File: config.mk
export PLATFORM = sky130hd
export DESIGN_NAME = srlm_top
export DESIGN_NICKNAME = d
export VERILOG_FILES = /design/src/pkg/srlm_pkg.sv /design/src/hw/srlm_top.sv
export VERILOG_INCLUDE_DIRS = /design/src /design/src/pkg
export SDC_FILE = /design/constraint.sdc
export NUM_CORES = 1
export LEC_CHECK = 0
export BUFFER_PORTS_ARGS = -buffer_cell sky130_fd_sc_hd__buf_2
export CAP_MARGIN = 10
export CORE_MARGIN = 3
export CORE_UTILIZATION = 55
export CTS_BUF_LIST = sky130_fd_sc_hd__clkbuf_8
export DETAILED_ROUTE_END_ITERATION = 16
export HOLD_SLACK_MARGIN = 0.12
export PLACE_DENSITY = 0.76
export RECOVER_POWER = 25
export SYNTH_ARGS = -nofsm -noshare
export SYNTH_HDL_FRONTEND = slang
export SYNTH_SLANG_ARGS = --single-unit
export TNS_END_PERCENT = 30
File: constraint.sdc
create_clock -name CLK -period 5 [get_ports CLK]
set_input_delay 0.5 -clock CLK [delete_from_list [all_inputs] [get_ports CLK]]
set_output_delay 0.5 -clock CLK [all_outputs]
set_load 0.005 [all_outputs]
File: src/pkg/srlm_consts.svh
`ifndef SRLM_CONSTS_SVH
`define SRLM_CONSTS_SVH
// ==========================================================================
// Register offsets
`define SRLM_OFF_IRQ_EN 8'h20
`define SRLM_OFF_IRQ_STAT 8'h24
`define SRLM_OFF_DSET_FRM 8'h31
`define SRLM_OFF_DSET_LO 8'h32
`define SRLM_OFF_DSET_HI 8'h33
`define SRLM_OFF_MEAS_LO 8'h34
`define SRLM_OFF_MEAS_HI 8'h35
`define SRLM_OFF_TALLY 8'h36
`define SRLM_OFF_PHASE_LO 8'h37
`define SRLM_OFF_PHASE_HI 8'h38
`define SRLM_OFF_JIT_ALLOW 8'h39
`define SRLM_OFF_ALIGN_CTRL 8'h3a
`define SRLM_OFF_TX_GATE 8'h3f
// ==========================================================================
// Field positions and codes
`define SRLM_BIT_JITTER 4
`define SRLM_BIT_GATE_OUT 7
`define SRLM_BIT_GATE_IN 6
`define SRLM_MODE_MONITOR 2'h0
`define SRLM_MODE_CONT 2'h1
`define SRLM_MODE_ONESHOT 2'h2
// ==========================================================================
// Reset values
`define SRLM_RST_GATE 1'h1
`define SRLM_RST_ZERO8 8'h00
// ==========================================================================
// Timing counts in DAC clock cycles
`define SRLM_FRAME_CYCLES 13'h004
`define SRLM_LMFC_PERIOD 12'h080
`endif

File: src/pkg/srlm_pkg.sv
// ==========================================================================
// Types shared by the alignment monitor.
package srlm_pkg;
  typedef enum logic [1:0] {
    SRLM_ALIGN_IDLE = 2'b00,
    SRLM_ALIGN_COUNT = 2'b01
  } srlm_align_state_type;

  typedef struct packed {
    logic [4:0] dset_frm;
    logic [11:0] dset_cyc;
    logic [5:0] jit_allow;
    logic [1:0] mode;
    logic gate_out;
    logic gate_in;
    logic jit_irq_en;
  } srlm_cfg_type;

  typedef struct packed {
    logic [11:0] delay;
    logic [11:0] phase;
  } srlm_meas_type;
endpackage : srlm_pkg

File: src/hw/srlm_top.sv
// The plain strobed port was chosen for this implementation.
`timescale 1ns/1ps
`include "srlm_consts.svh"
module srlm_top
  import srlm_pkg::*;
(
  // Clock and reset
  input wire logic CLK,
  input wire logic RST_N,
  // Reference pulse pin
  input wire logic SYSREF,
  // Register port
  input wire logic [7:0] REG_ADDR,
  input wire logic [7:0] REG_WDATA,
  input wire logic REG_WR,
  input wire logic REG_RD,
  output logic [7:0] REG_RDATA,
  // Data gating
  input wire logic [15:0] LANE_DATA,
  output logic [15:0] DP_IN_DATA,
  input wire logic [15:0] DP_OUT_DATA,
  output logic [15:0] DAC_DATA,
  // Status
  output logic LMFC_EDGE,
  output logic IRQ
);

  // ==========================================================================
  // Reset release and reference pin synchroniser
  // ==========================================================================
  logic rst_meta_reg;
  logic rst_n_sync;
  logic ref_meta_reg;
  logic ref_sync_reg;
  logic ref_prev_reg;
  logic ref_edge;

  // Reset is asserted at once and released two edges later.
  always_ff @(posedge CLK or negedge RST_N) begin
    if (!RST_N) begin
      rst_meta_reg <= 1'b0;
      rst_n_sync <= 1'b0;
    end else begin
      rst_meta_reg <= 1'b1;
      rst_n_sync <= rst_meta_reg;
    end
  end

  // The pin is asynchronous, so the first stage feeds nothing but the second stage.
  always_ff @(posedge CLK or negedge rst_n_sync) begin
    if (!rst_n_sync) begin
      ref_meta_reg <= 1'b0;
      ref_sync_reg <= 1'b0;
      ref_prev_reg <= 1'b0;
    end else begin
      ref_meta_reg <= SYSREF;
      ref_sync_reg <= ref_meta_reg;
      ref_prev_reg <= ref_sync_reg;
    end
  end

  assign ref_edge = ref_sync_reg & ~ref_prev_reg;

  // ==========================================================================
  // State
  // ==========================================================================
  srlm_cfg_type cfg_reg, cfg_next;
  srlm_meas_type live_reg, live_next;
  srlm_meas_type snap_reg, snap_next;
  srlm_align_state_type align_reg, align_next;
  logic [12:0] align_cnt_reg, align_cnt_next;
  logic [11:0] lmfc_cnt_reg, lmfc_cnt_next;
  logic [11:0] meas_cnt_reg, meas_cnt_next;
  logic meas_act_reg, meas_act_next;
  logic have_prev_reg, have_prev_next;
  logic [7:0] tally_reg, tally_next;
  logic jit_flag_reg, jit_flag_next;
  logic [7:0] rdata_next;
  logic [15:0] dp_in_next;
  logic [15:0] dac_next;
  logic irq_next;
  logic lmfc_edge;
  logic jit_evt;
  logic wr_snap;
  logic [11:0] diff;
  logic [11:0] allow_thr;
  logic [12:0] target;
  logic [3:0] ph_cnt;
  logic [11:0] thermo;

  assign lmfc_edge = (lmfc_cnt_reg == 12'h000);
  assign wr_snap = REG_WR && (REG_ADDR == `SRLM_OFF_MEAS_LO || REG_ADDR == `SRLM_OFF_MEAS_HI ||
                              REG_ADDR == `SRLM_OFF_PHASE_LO || REG_ADDR == `SRLM_OFF_PHASE_HI);
  // Frames are expanded to clock cycles; the sum cannot overflow 13 bits.
  assign target = 13'(cfg_reg.dset_frm) * `SRLM_FRAME_CYCLES + 13'(cfg_reg.dset_cyc);
  // The phase is the frame-clock position at the pulse, clipped to twelve steps.
  assign ph_cnt = (lmfc_cnt_reg[3:0] > 4'hc) ? 4'hc : lmfc_cnt_reg[3:0];

  // ==========================================================================
  // Thermometer encoder, one generate loop over the phase bits
  // ==========================================================================
  genvar gi;
  generate
    for (gi = 0; gi < 12; gi++) begin : g_thermo
      assign thermo[gi] = (ph_cnt > 4'(gi));
    end
  endgenerate

  // ==========================================================================
  // Jitter comparison
  // ==========================================================================
  always_comb begin
    diff = (live_next.delay > live_reg.delay) ? (live_next.delay - live_reg.delay)
                                              : (live_reg.delay - live_next.delay);
    allow_thr = {6'h00, cfg_reg.jit_allow[5:2], 2'b00};
  end

  // ==========================================================================
  // Next-state logic for measurement, alignment and registers
  // ==========================================================================
  always_comb begin
    cfg_next = cfg_reg;
    live_next = live_reg;
    snap_next = snap_reg;
    align_next = align_reg;
    align_cnt_next = align_cnt_reg;
    meas_cnt_next = meas_cnt_reg;
    meas_act_next = meas_act_reg;
    have_prev_next = have_prev_reg;
    tally_next = tally_reg;
    jit_flag_next = jit_flag_reg;
    jit_evt = 1'b0;
    lmfc_cnt_next = (lmfc_cnt_reg == `SRLM_LMFC_PERIOD - 12'h001) ? 12'h000 : lmfc_cnt_reg + 12'h001;

    // Software writes come first so that hardware events below win.
    if (REG_WR) begin
      case (REG_ADDR)
        `SRLM_OFF_IRQ_EN: cfg_next.jit_irq_en = REG_WDATA[`SRLM_BIT_JITTER];
        `SRLM_OFF_DSET_FRM: cfg_next.dset_frm = REG_WDATA[4:0];
        `SRLM_OFF_DSET_LO: cfg_next.dset_cyc[7:0] = REG_WDATA;
        `SRLM_OFF_DSET_HI: cfg_next.dset_cyc[11:8] = REG_WDATA[3:0];
        `SRLM_OFF_JIT_ALLOW: cfg_next.jit_allow = REG_WDATA[5:0];
        `SRLM_OFF_ALIGN_CTRL: cfg_next.mode = REG_WDATA[1:0];
        `SRLM_OFF_TX_GATE: begin
          cfg_next.gate_out = REG_WDATA[`SRLM_BIT_GATE_OUT];
          cfg_next.gate_in = REG_WDATA[`SRLM_BIT_GATE_IN];
        end
        `SRLM_OFF_IRQ_STAT: begin
          if (REG_WDATA[`SRLM_BIT_JITTER]) begin
            jit_flag_next = 1'b0;
          end
        end
        `SRLM_OFF_TALLY: tally_next = `SRLM_RST_ZERO8;
        default: begin
        end
      endcase
    end

    if (wr_snap) begin
      snap_next = live_reg;
    end

    if (meas_act_reg) begin
      if (lmfc_edge) begin
        meas_act_next = 1'b0;
        live_next.delay = {meas_cnt_reg[11:2], 2'b00};
        have_prev_next = 1'b1;
        if (have_prev_reg && diff > allow_thr) begin
          jit_evt = 1'b1;
        end
      end else if (meas_cnt_reg != 12'hfff) begin
        meas_cnt_next = meas_cnt_reg + 12'h001;
      end
    end

    if (ref_edge) begin
      meas_act_next = 1'b1;
      meas_cnt_next = 12'h000;
      live_next.phase = thermo;
      tally_next = tally_next + 8'h01;
    end

    if (jit_evt) begin
      jit_flag_next = 1'b1;
    end

    // Alignment: a pulse in a realigning mode arms the delay countdown.
    case (align_reg)
      SRLM_ALIGN_IDLE: begin
        if (ref_edge) begin
          if (cfg_reg.mode == `SRLM_MODE_CONT) begin
            align_next = SRLM_ALIGN_COUNT;
            align_cnt_next = target;
          end else if (cfg_reg.mode == `SRLM_MODE_ONESHOT) begin
            align_next = SRLM_ALIGN_COUNT;
            align_cnt_next = target;
            cfg_next.mode = `SRLM_MODE_MONITOR;
          end
        end
      end
      SRLM_ALIGN_COUNT: begin
        if (align_cnt_reg == 13'h0000) begin
          lmfc_cnt_next = 12'h000;
          align_next = SRLM_ALIGN_IDLE;
        end else begin
          align_cnt_next = align_cnt_reg - 13'h0001;
        end
      end
      default: align_next = SRLM_ALIGN_IDLE;
    endcase

    // Read data appear the cycle after the strobe; unmapped addresses read zero.
    rdata_next = 8'h00;
    if (REG_RD) begin
      case (REG_ADDR)
        `SRLM_OFF_IRQ_EN: rdata_next[`SRLM_BIT_JITTER] = cfg_reg.jit_irq_en;
        `SRLM_OFF_IRQ_STAT: rdata_next[`SRLM_BIT_JITTER] = jit_flag_reg;
        `SRLM_OFF_DSET_FRM: rdata_next = {3'h0, cfg_reg.dset_frm};
        `SRLM_OFF_DSET_LO: rdata_next = cfg_reg.dset_cyc[7:0];
        `SRLM_OFF_DSET_HI: rdata_next = {4'h0, cfg_reg.dset_cyc[11:8]};
        `SRLM_OFF_MEAS_LO: rdata_next = snap_reg.delay[7:0];
        `SRLM_OFF_MEAS_HI: rdata_next = {4'h0, snap_reg.delay[11:8]};
        `SRLM_OFF_TALLY: rdata_next = tally_reg;
        `SRLM_OFF_PHASE_LO: rdata_next = snap_reg.phase[7:0];
        `SRLM_OFF_PHASE_HI: rdata_next = {4'h0, snap_reg.phase[11:8]};
        `SRLM_OFF_JIT_ALLOW: rdata_next = {2'h0, cfg_reg.jit_allow};
        `SRLM_OFF_ALIGN_CTRL: rdata_next = {6'h00, cfg_reg.mode};
        `SRLM_OFF_TX_GATE: rdata_next = {cfg_reg.gate_out, cfg_reg.gate_in, 6'h00};
        default: rdata_next = 8'h00;
      endcase
    end

    dac_next = cfg_reg.gate_out ? DP_OUT_DATA : 16'h0000;
    dp_in_next = cfg_reg.gate_in ? LANE_DATA : 16'h0000;
    irq_next = jit_flag_next & cfg_next.jit_irq_en;
  end

  // ==========================================================================
  // Registers
  // ==========================================================================
  // Every output is taken straight from a flip-flop; data and read outputs lag one cycle, while LMFC_EDGE and IRQ use next-state values and do not.
  always_ff @(posedge CLK or negedge rst_n_sync) begin
    if (!rst_n_sync) begin
      cfg_reg <= '{dset_frm: 5'h00, dset_cyc: 12'h000, jit_allow: 6'h00, mode: `SRLM_MODE_MONITOR,
                   gate_out: `SRLM_RST_GATE, gate_in: `SRLM_RST_GATE, jit_irq_en: 1'b0};
      live_reg <= '0;
      snap_reg <= '0;
      align_reg <= SRLM_ALIGN_IDLE;
      align_cnt_reg <= 13'h0000;
      lmfc_cnt_reg <= 12'h000;
      meas_cnt_reg <= 12'h000;
      meas_act_reg <= 1'b0;
      have_prev_reg <= 1'b0;
      tally_reg <= `SRLM_RST_ZERO8;
      jit_flag_reg <= 1'b0;
      REG_RDATA <= 8'h00;
      DP_IN_DATA <= 16'h0000;
      DAC_DATA <= 16'h0000;
      LMFC_EDGE <= 1'b0;
      IRQ <= 1'b0;
    end else begin
      cfg_reg <= cfg_next;
      live_reg <= live_next;
      snap_reg <= snap_next;
      align_reg <= align_next;
      align_cnt_reg <= align_cnt_next;
      lmfc_cnt_reg <= lmfc_cnt_next;
      meas_cnt_reg <= meas_cnt_next;
      meas_act_reg <= meas_act_next;
      have_prev_reg <= have_prev_next;
      tally_reg <= tally_next;
      jit_flag_reg <= jit_flag_next;
      REG_RDATA <= rdata_next;
      DP_IN_DATA <= dp_in_next;
      DAC_DATA <= dac_next;
      LMFC_EDGE <= (lmfc_cnt_next == 12'h000);
      IRQ <= irq_next;
    end
  end
endmodule : srlm_top

* Yosys cells after proc, flatten, opt, wreduce, memory -nomap -nowiden
Cells that the tools add are included. W data, S select, Z words.
Storage, ports and cells: register bits 173, input port bits 53, output and inout bits 42, logic and storage cells 147
Cells by class: add/subtract/negate cells 7, magnitude comparators 15, equal/unequal tests 23, multiplexer cells 48, bitwise operators 3, reductions and logical operators 21
Operators with widths (number):
- $mux W12 | 10
- $eq A8 B6 Y1 const B | 13
- $mux W13 | 4
- $pmux W4 S10 | 1
- $mux W16 | 2
- $mux W8 | 4
- $pmux W13 S2 | 1
- $add A12 B1 Y12 const B | 2
- $logic_not A12 Y1 | 2
- $sub A12 B12 Y12 | 2
- $gt A4 B4 Y1 const B | 5
- $mux W2 | 10
- $pmux W3 S6 | 1
- $gt A4 B3 Y1 const B | 4
- $add A7 B12 Y13 | 1
- $logic_not A13 Y1 | 1
- $sub A13 B1 Y13 const B | 1
- $eq A12 B7 Y1 const B | 1
- $gt A12 B12 Y1 | 1
- $gt A12 B6 Y1 | 1
- $ne A12 B12 Y1 const B | 1
- $reduce_and A2 Y1 | 6
- $mux W1 | 11
- $add A8 B1 Y8 const B | 1
- other kinds (18) | 31

* Longest topological paths before layout
Gate-level depths: netlist of the first run.
depth in word-level cells 12, mapped depth 26, gate-level depth less buffers 24

* Least setup slack after synthesis of the first run
OpenSTA, ideal clock, no wires.
kind reg-to-reg, start register lmfc_cnt_reg[1], end register IRQ, library setup time 0.134 ns, arrival 4.517 ns, required time 4.866 ns, setup slack 0.350 ns, stages on the path, launching flop included 27, buffers on the path 4, cells stage by stage dfrtp_1 > clkbuf_1 > inv_1 > ha_1 > nor3b_1 > nand4_1 > inv_1 > nand2_1 > clkbuf_1 > mux2_2 > ha_1 > buf_2 > nand3_1 > o211ai_1 > a31oi_1 > nor3_1 > buf_2 > o211ai_1 > o21ai_0 > xnor2_1 > ha_1 > a21oi_1 > a21o_1 > nand2_1 > nor4_1 > a22o_1 > a211oi_1
RTL lines:
- from (decl) | RTL line srlm_top.sv:72 | logic [11:0] lmfc_cnt_reg, lmfc_cnt_next;
- from (signal assigned) | RTL line srlm_top.sv:267 | lmfc_cnt_reg <= lmfc_cnt_next;
- to (signal assigned) | RTL line srlm_top.sv:277 | IRQ <= irq_next;
- to (decl) | RTL line srlm_top.sv:25 | output logic IRQ

==> results of run 1 <==
## worst max-delay path: cells and delay by family, from the launching register on
family / cells / cell delay [ps]
buffers and inverters: 3 / 420
adders and majority gates: 3 / 820
and+or+nand+nor: 7 / 1200
muxes: 1 / 340
AOI/OAI and AO/OA: 8 / 1160
xor gates and xnor gates: 1 / 150
DFF: 1 / 390
## per-layer routing
| layer | up-vias | wire length [µm] | part of all wire |
|---|---|---|---|
| li1 | 3369 | - | - |
| met4 | 0 | 253 | 0.012 |
| met1 | 3399 | 9550 | 0.45 |
| met3 | 30 | 1410 | 0.067 |
| met5 | - | 0 | 0 |
| met2 | 235 | 9940 | 0.47 |
## stage by stage
stage          setup WS [ps]  hold slack (ps)
2_1_floorplan            350              204
3_3_place_gp             303              288
3_5_place_dp             153              290
4_1_cts                 72.2              211
5_1_grt                 26.5              214
6_report                 369              241
## path summary, 6_finish.rpt
path,from,endpoint,slack (ps),cells after the start
worst max-delay path,lmfc_cnt_reg[1]$_DFF_PN0_,IRQ$_DFF_PN0_,370,23
worst min-delay path,LANE_DATA[8],DP_IN_DATA[8]$_DFF_PN0_,240,2
worst max register to register,lmfc_cnt_reg[1]$_DFF_PN0_,IRQ$_DFF_PN0_,370,23
worst min register to register,ref_meta_reg$_DFF_PN0_,ref_sync_reg$_DFF_PN0_,350,0
max in group asynchronous,rst_n_sync$_DFF_PN0_,cfg_reg[16]$_DFFE_PN0P_,2640,1
min in group asynchronous,RST_N,rst_meta_reg$_DFF_PN0_,340,2
## cell usage after synthesis, types with 4 or more instances
cell type,n
a211oi_1,4
a21o_1,4
a21oi_1,44
a221oi_1,4
a22oi_1,5
a31oi_1,12
and2_1,38
and3_1,11
and4_1,4
buf_2,9
clkbuf_1,31
dfrtp_1,170
ha_1,39
inv_1,52
mux2_1,25
mux2_2,38
mux2i_1,15
nand2_1,71
nand2b_1,6
nand3_1,30
nand3b_1,6
nand4_1,9
nor2_1,63
nor2b_1,9
nor3_1,14
nor3b_1,5
o211ai_1,5
o21a_1,6
o21ai_0,45
o21ai_1,4
o22ai_1,6
o2bb2ai_1,5
or3_1,7
xnor2_1,22
xor2_1,26
## layout by cell type (no fill, tap or decap), types with 25 or more instances in the layout
cell type  count
dfrtp_1      170
buf_2         93
nand2_1       70
nor2_1        63
inv_1         51
o21ai_0       45
a21oi_1       44
mux2_2        38
ha_1          35
nand3_1       30
xor2_1        26
mux2_1        25
## power groups by stage
stage               combinational [mW]  clock, mW  sequential (mW)
detailed placement                1.60          0             1.82
global route                      1.83       1.10             1.83
floorplan                         1.25          0             1.77
finish                            1.63       1.01             1.79
CTS                               1.61       1.04             1.79
global placement                  1.57          0             1.81
## timing repair
item | 4_1_cts | 5_1_grt
endpoints found under the setup margin | 0 | 2
resized for setup | 0 | 7
hold buffers | 2 | 0
setup buffers | 0 | 1
endpoints found under the hold margin | 3 | 0
## cells by family (layout without fill, tap and decap cells)
logic type / count (synthesis) / in the layout / synth area share
AOI/OAI and AO/OA: 172 / 172 / 0.117
DFF: 172 / 172 / 0.464
buffers and inverters: 99 / 199 / 0.0433
other: 1 / 2 / 0.000404
xor gates and xnor gates: 48 / 48 / 0.0453
muxes: 81 / 81 / 0.0999
adders and majority gates: 42 / 42 / 0.0590
and+or+nand+nor: 297 / 297 / 0.171
## area by class of cell
type                    count  area (µm²)
diodes                      1        2.50
clock buffers              17         234
clock inverters            15         176
fillers                  1300        5730
inverters                  54         203
multi-input cells         641        4600
flip-flops and latches    172        4310
well taps                 216         270
repair buffers            113         646
==> metrics.cfg, run 1 <==
[status]
status=finished with violations
violations=capacitance limit, slew limit

[placed_design]
routabilityCongestion=0.901
placement.cell_area_um2=9960
port_buffers=94
place_inst=1192
dpl.hpwl_um=15600

[synthesis]
ys_top_cells_by_area=dfrtp_1 46%, ha_1 5.3%, mux2_2 4.6%, mux2_1 3.0%, nand2_1 2.9%
syn_nets=1007
ys_seq_area_frac=0.464
netlist_area_um2=9280
async_flop_share=1.00
synth-main-ff-cell=dfrtp_1
synth-edff-count=0
yosys_warnings=0
ys_seq_elements=172
synth_top_area_frac=0.458
synth_cell_type_count=81
synth.largest_area_cell=dfrtp_1
syn_avg_cell_area_um2=10.2
synthCells=912

[cells_and_area]
fin_cells=1229
final_util=0.645
fin_area_um2=10400
drive_above_1_share=0.204
final_nets=1094
syn2layout_area_growth_pct=12.5

[detailed_routing]
drt-total-wl_um=21200
route.detailed.drc=0
vias=7033
drt-wirelength-per-cell_um=17.2
drt_first_pass_iters=5
ant_nets=0
drtIter0Drc=584
viasPerCell=5.72

[clock_tree]
insertion_delay_ps=460
cts_tree=built
clk_path_buf_depth=2
cts-root-buf=clkbuf_8
cts_buffers=17
clk_pin_slew_ps=100
h-tree-depth=4
clock_sinks=172

[grt]
antenna_found_initial=2
grt_pass1_wl_um=34900
busiest_layer=met2
grt_pass1_vias=6926
met3_usage=0.0544
grt_start_max_net_pins=117
grtUsageMet1=0.338
gr-usage-met2=0.382
grt.overflow.total=0
grt_use_total=0.239

[power_and_ir_drop]
vdd_drop_max_uv=231
p_int_mw=2.81
swShare=0.368
p_seq_frac=0.404
leakagePower_nw=5.02
power_density_nw_per_um2=425
power.switching_mw=1.63
p_total_mw=4.44
power_frac_comb=0.368
clkPwrFrac=0.228

[sta]
relSlewSlack=-0.442
hold_viol=0
worst_slew_pin_slew_ps=2160
report.final.slew_viol_count=55
fmax_mhz=216
setup_violations=0
period_share=0.926
period_minus_slack_ps=4630
tns_ps=0
clock_skew_ps=13.2
rsz0062_at_grt=no

[critical_path]
path_max_fanout=12
cp-end-kind=register
critical_path_arrival_ps=4960
critPathKind=register to register
critPathMaxStageDelay_ps=430
crit_required_ps=5330
crit_chain=inv_1 -> ha_1 -> nor3b_1 -> nand4_1 -> inv_2 -> nand2_4 -> mux2_2 -> ha_2 -> nand3_1 -> o211ai_1 -> a31oi_1 -> nor3_1 -> buf_4 -> o211ai_1 -> o21ai_0 -> xnor2_1 -> ha_1 -> a21oi_1 -> a21o_1 -> nand2_1 -> nor4_1 -> a22o_1 -> a211oi_1
start_kind=register
crit_slowest_cell=ha_2

[min_path]
hp-class=primary input to register

[die]
fp.dieH_um=136
dieWidth_um=136
die-area_um2=18500
rows=46
core_area_um2=16200
pin_count=95
initial_core_util=0.574

[run]
drv_cap=1

(Power assumes the default switching activity.)
==> run 2, diff against run 1 <==
ABC_AREA = 1   (was default)
REMOVE_ABC_BUFFERS = 1   (was default)
==> metrics.cfg, run 2 <==
[sta]
tns_ps=0
hold_slack_ps=217
clock_skew_ps=20.2
hold_viol=0
period_minus_slack_ps=4480
worst_slew_pin_slew_ps=4100
setup_violations=0
fmax_mhz=223
period_share=0.896
rsz0062_at_grt=no
relSlewSlack=-1.73
setup_ws_ps=518
report.final.slew_viol_count=171

[synthesis]
synth-compound-area-share=0.120
synth_cell_type_count=51
synth-edff-count=0
synth_top_area_frac=0.448
synth-main-ff-cell=dfrtp_1
yosys_warnings=0
synth_top_family_by_area=simple AND/OR/NAND/NOR gates
yosysMostFrequentCell=nand2_1
ys_seq_area_frac=0.453
synth.largest_area_cell=dfrtp_1
syn_avg_cell_area_um2=7.78
synth_simple_gate_area_frac=0.242
async_flop_share=1.00
synthCells=1221
synth-xor-area-share=0.0212
synth_fa_ha_area_frac=0.0577
synthTopCellsByCount=316 x nand2_1, 221 x inv_1, 170 x dfrtp_1
netlist_area_um2=9500
ys_top_cells_by_area=dfrtp_1 45%, nand2_1 12%, inv_1 8.7%, o21ai_0 5.8%, ha_1 5.1%
muxShareOfSynthArea=0.00211
ys_seq_elements=172

[min_path]
hp-start=LANE_DATA[8]
hp-class=primary input to register

[cells_and_area]
final_common_cell=nand2_1
n_fill_cell=1469
final_util=0.630
drive_above_1_share=0.127
layout_common_cells=316 x nand2_1, 221 x inv_1, 169 x dfrtp_1
syn2layout_area_growth_pct=11.1
n_antenna_cell=0
final_nets=1407

[detailed_routing]
drt-total-wl_um=22600
vias=8089
viasPerCell=5.24
ant_nets=0
drtIter0Drc=527
drt-wirelength-per-cell_um=14.6
route.detailed.drc=0
drt_first_pass_iters=7

[placed_design]
place_ws_ps=482
dpl.hpwl_um=17400
routabilityCongestion=0.917
port_buffers=94

[die]
die-area_um2=18900
initial_core_util=0.567
pin_count=95
rows=47
core_area_um2=16800
dieWidth_um=137
fp.dieH_um=137

[critical_path]
critPathKind=register to register
cpMostUsedCell=inv_1
crit_path_start=lmfc_cnt_reg[0]$_DFF_PN0_
crit_slowest_cell=dfrtp_1
cp-end-kind=register
critical_path_arrival_ps=4810
crit_required_ps=5330
r2r-start=lmfc_cnt_reg[0]$_DFF_PN0_
critPathMaxStageDelay_ps=440
path_max_fanout=21
start_kind=register

[clock_tree]
cts_tree=built
post_cts_buffers=0
clock_sinks=172
h-tree-depth=4
insertion_delay_ps=460
clk_path_buf_depth=2
clk_pin_slew_ps=110
cts-root-buf=clkbuf_8
cts_buffers=17

[status]
violations=capacitance limit, slew limit
status=finished with violations

[grt]
antenna_found_initial=0
grt_start_max_net_pins=171
grt_use_total=0.246
grt_pass1_wl_um=36600
grt_pass1_vias=7542
grt.overflow.total=0

[power_and_ir_drop]
power_density_nw_per_um2=448
leakagePower_nw=5.70
vdd_drop_max_uv=297

[run]
drv_cap=1

run 2: cell count changes in the layout (fill, tap and decap cells not counted), moves of 17 or more:
cell	change
and2_0	-21
inv_1	+170
mux2_1	-25
mux2_2	-38
nand2_1	+246
nand3_1	+35
o21ai_0	+66
xnor2_1	-17
run 2: cell type report:
type	count	area, µm²	area share
clock buffers	17	234	0.0222
clock inverters	14	153	0.0145
well taps	220	275	0.0261
flip-flops and latches	172	4310	0.408
repair buffers	99	508	0.0481
multi-input cells	793	4220	0.400
inverters	229	860	0.0814
run 2: logic make-up after synthesis:
kind of cell	Yosys count
XOR/XNOR	23
other	1
adder cells (fa/ha/maj)	42
flip-flops	172
multiplexers	2
AO/OA/AOI/OAI	198
buffers and inverters	256
AND/OR/NAND/NOR	527
run 2: power breakdown:
part	leakage [nW]	total (mW)	switching, mW	internal (mW)
logic	3.23	1.98	1.25	0.736
registers	2.28	1.78	0.178	1.60
clock network	0.194	0.961	0.550	0.412
total	5.70	4.73	1.97	2.75
run 2: through the flow:
step	cells	total power [mW]	instance area [µm²]
3_5_place_dp	1511	3.77	10200
4_1_cts	1543	4.74	10600
6_report	1544	4.73	10600
2_1_floorplan	1194	3.28	9380
3_3_place_gp	1511	3.72	10200
5_1_grt	1544	5.14	10600
run 2: worst max-delay path, delay by kind of cell, from the launching register on:
kind	cells	cell delay, ps
AO/OA/AOI/OAI	3	350
XOR/XNOR	1	140
adder cells (fa/ha/maj)	4	1020
buffers and inverters	7	720
flip-flops	1	440
multiplexers	1	260
AND/OR/NAND/NOR	12	1430
run 2: repair_timing:
action / in CTS / in global routing
hold buffers: 1 / 1
setup endpoints to repair: 0 / 2
resized for setup: 0 / 1
endpoints found under the hold margin: 2 / 1
run 2: worst paths after layout:
path / end / slack, ps / cells past startpoint
worst max-delay path: IRQ$_DFF_PN0_ / 520 / 28
worst min-delay path: DP_IN_DATA[8]$_DFF_PN0_ / 220 / 3
worst max register to register: IRQ$_DFF_PN0_ / 520 / 28
worst min register to register: ref_sync_reg$_DFF_PN0_ / 360 / 0
max in group asynchronous: tally_reg[4]$_DFF_PN0_ / 800 / 1
min in group asynchronous: rst_n_sync$_DFF_PN0_ / 350 / 2
run 2: routing by layer:
| metal | vias to the layer above | GRT usage | routed length (µm) |
|---|---|---|---|
| met2 | 209 | 0.408 | 10900 |
| met5 | - | 0 | 0 |
| met4 | 0 | 0.0776 | 549 |
| met3 | 33 | 0.0446 | 1010 |
| li1 | 4068 | - | - |
| met1 | 3779 | 0.328 | 10200 |
==> run 3, diff against run 2 <==
CELL_PAD_IN_SITES_DETAIL_PLACEMENT = 0   (was default)
CELL_PAD_IN_SITES_GLOBAL_PLACEMENT = 1   (was default)
CORE_UTILIZATION = 41   (was 55)
==> metrics.cfg, run 3 (same netlist as run 2, synthesis figures left out) <==
[status]
status=finished with violations
violations=capacitance limit, slew limit

[power_and_ir_drop]
p_seq_frac=0.378
power_density_nw_per_um2=446
p_int_mw=2.71
swShare=0.429
p_total_mw=4.74
clkPwrFrac=0.202
power_frac_comb=0.420
vdd_drop_max_uv=206
power.switching_mw=2.04
leakagePower_nw=5.70

[sta]
setup_violations=0
hold_viol=0
period_minus_slack_ps=4520
setup_ws_ps=484
relSlewSlack=-0.282
clock_skew_ps=18.3
fmax_mhz=221
report.final.slew_viol_count=45
period_share=0.903
rsz0062_at_grt=no
worst_slew_pin_slew_ps=1920
hold_slack_ps=205

[min_path]
hp-class=primary input to register
hp-start=DP_OUT_DATA[0]

[die]
core_area_um2=22700
rows=55
dieWidth_um=158
initial_core_util=0.418
die-area_um2=25000
pin_count=95
fp.dieH_um=158

[run]
drv_cap=1

[detailed_routing]
drt-total-wl_um=24400
drtIter0Drc=527
drt-wirelength-per-cell_um=15.2
vias=7951
ant_nets=0
viasPerCell=4.94
drt_first_pass_iters=7
route.detailed.drc=0

[critical_path]
worst-path-buf-inv=7
r2r-start=lmfc_cnt_reg[1]$_DFF_PN0_
path_max_fanout=21
crit_family=simple AND/OR/NAND/NOR gates
critical_path_arrival_ps=4860
crit_required_ps=5350
crit_slowest_cell=dfrtp_1
crit_path_start=lmfc_cnt_reg[1]$_DFF_PN0_
critPathMaxStageDelay_ps=420
cp-end-kind=register
cpMostUsedCell=inv_1
critPathKind=register to register
start_kind=register

[cells_and_area]
fin_cells=1611
final_common_cell=nand2_1
seqCellArea_um2=4310
layout_common_cells=316 x nand2_1, 223 x inv_1, 170 x dfrtp_1
drive_above_1_share=0.124
final_nets=1409
n_fill_cell=2301
multi_input_area_um2=4220
n_antenna_cell=0
syn2layout_area_growth_pct=12.0

[clock_tree]
h-tree-depth=4
post_cts_buffers=0
clock_sinks=172
insertion_delay_ps=470
clk_pin_slew_ps=110
cts-root-buf=clkbuf_8
clk_path_buf_depth=2
cts_tree=built
cts_buffers=17

[placed_design]
place_inst=1578
place_ws_ps=469
routabilityCongestion=0.899
dpl.hpwl_um=18700
port_buffers=94

[grt]
grt_pass1_wl_um=39200
grt_use_total=0.200
grt_start_max_net_pins=127
antenna_found_initial=0
grt.overflow.total=0
grt_pass1_vias=7422

==> run 3: cell types whose count changed in the layout (fill, tap and decap cells not counted), moves of 2 or more <==
cell / before / now
clkbuf_1: 2 / 4
clkinv_4: 3 / 1
clkinvlp_4: 1 / 4
inv_1: 221 / 223
inv_6: 7 / 1
inv_8: 1 / 6
==> run 3: final timing paths <==
kind,endpoint,slack (ps),cells past startpoint
max,IRQ$_DFF_PN0_,480,28
min,DAC_DATA[0]$_DFF_PN0_,200,3
max reg2reg,IRQ$_DFF_PN0_,480,28
min reg2reg,ref_sync_reg$_DFF_PN0_,360,0
max in group asynchronous,cfg_reg[23]$_DFFE_PN0P_,2700,1
min in group asynchronous,rst_n_sync$_DFF_PN0_,340,2
==> run 3: final cells by class <==
cell class,count,area share
Timing Repair Buffer,101,0.0501
Clock inverter,14,0.0127
Clock buffer,17,0.0220
Sequential cell,172,0.405
Inverter,229,0.0807
Multi-Input combinational cell,793,0.397
Tap cell,285,0.0335
==> run 3: tightest hold or removal path: stages <==
cell     delay [ps]
buf_2            70
nand2_1          40
inv_1            40
==> run 3: power by group through the flow <==
stage / combinational [mW] / sequential (mW) / clock, mW
after CTS: 1.98 / 1.79 / 0.980
after global placement: 1.95 / 1.81 / 0
final: 1.99 / 1.79 / 0.958
after detailed placement: 1.97 / 1.82 / 0
after global routing: 2.30 / 1.83 / 1.05
after floorplan: 1.50 / 1.78 / 0
==> run 3: timing repair <==
| action | CTS | global route |
|---|---|---|
| hold buffers | 2 | 0 |
| gates resized for setup | 0 | 2 |
| endpoints found under the hold margin | 3 | 0 |
| setup endpoints to repair | 0 | 2 |
==> run 3: layer usage <==
metal,share of wire,vias up,track usage
met5,0,-,0
met4,0.017,0,0.0504
met3,0.030,26,0.0320
met2,0.48,139,0.333
met1,0.47,3715,0.273
li1,-,4071,-
==> run 3: stage by stage <==
step | area [µm²] | setup TNS, ps | util
after floorplan | 9380 | -24200 | -
after global placement | 10300 | 0 | 0.452
final | 10600 | 0 | 0.469
after global routing | 10600 | 0 | 0.469
after CTS | 10700 | 0 | 0.469
after detailed placement | 10300 | 0 | 0.452
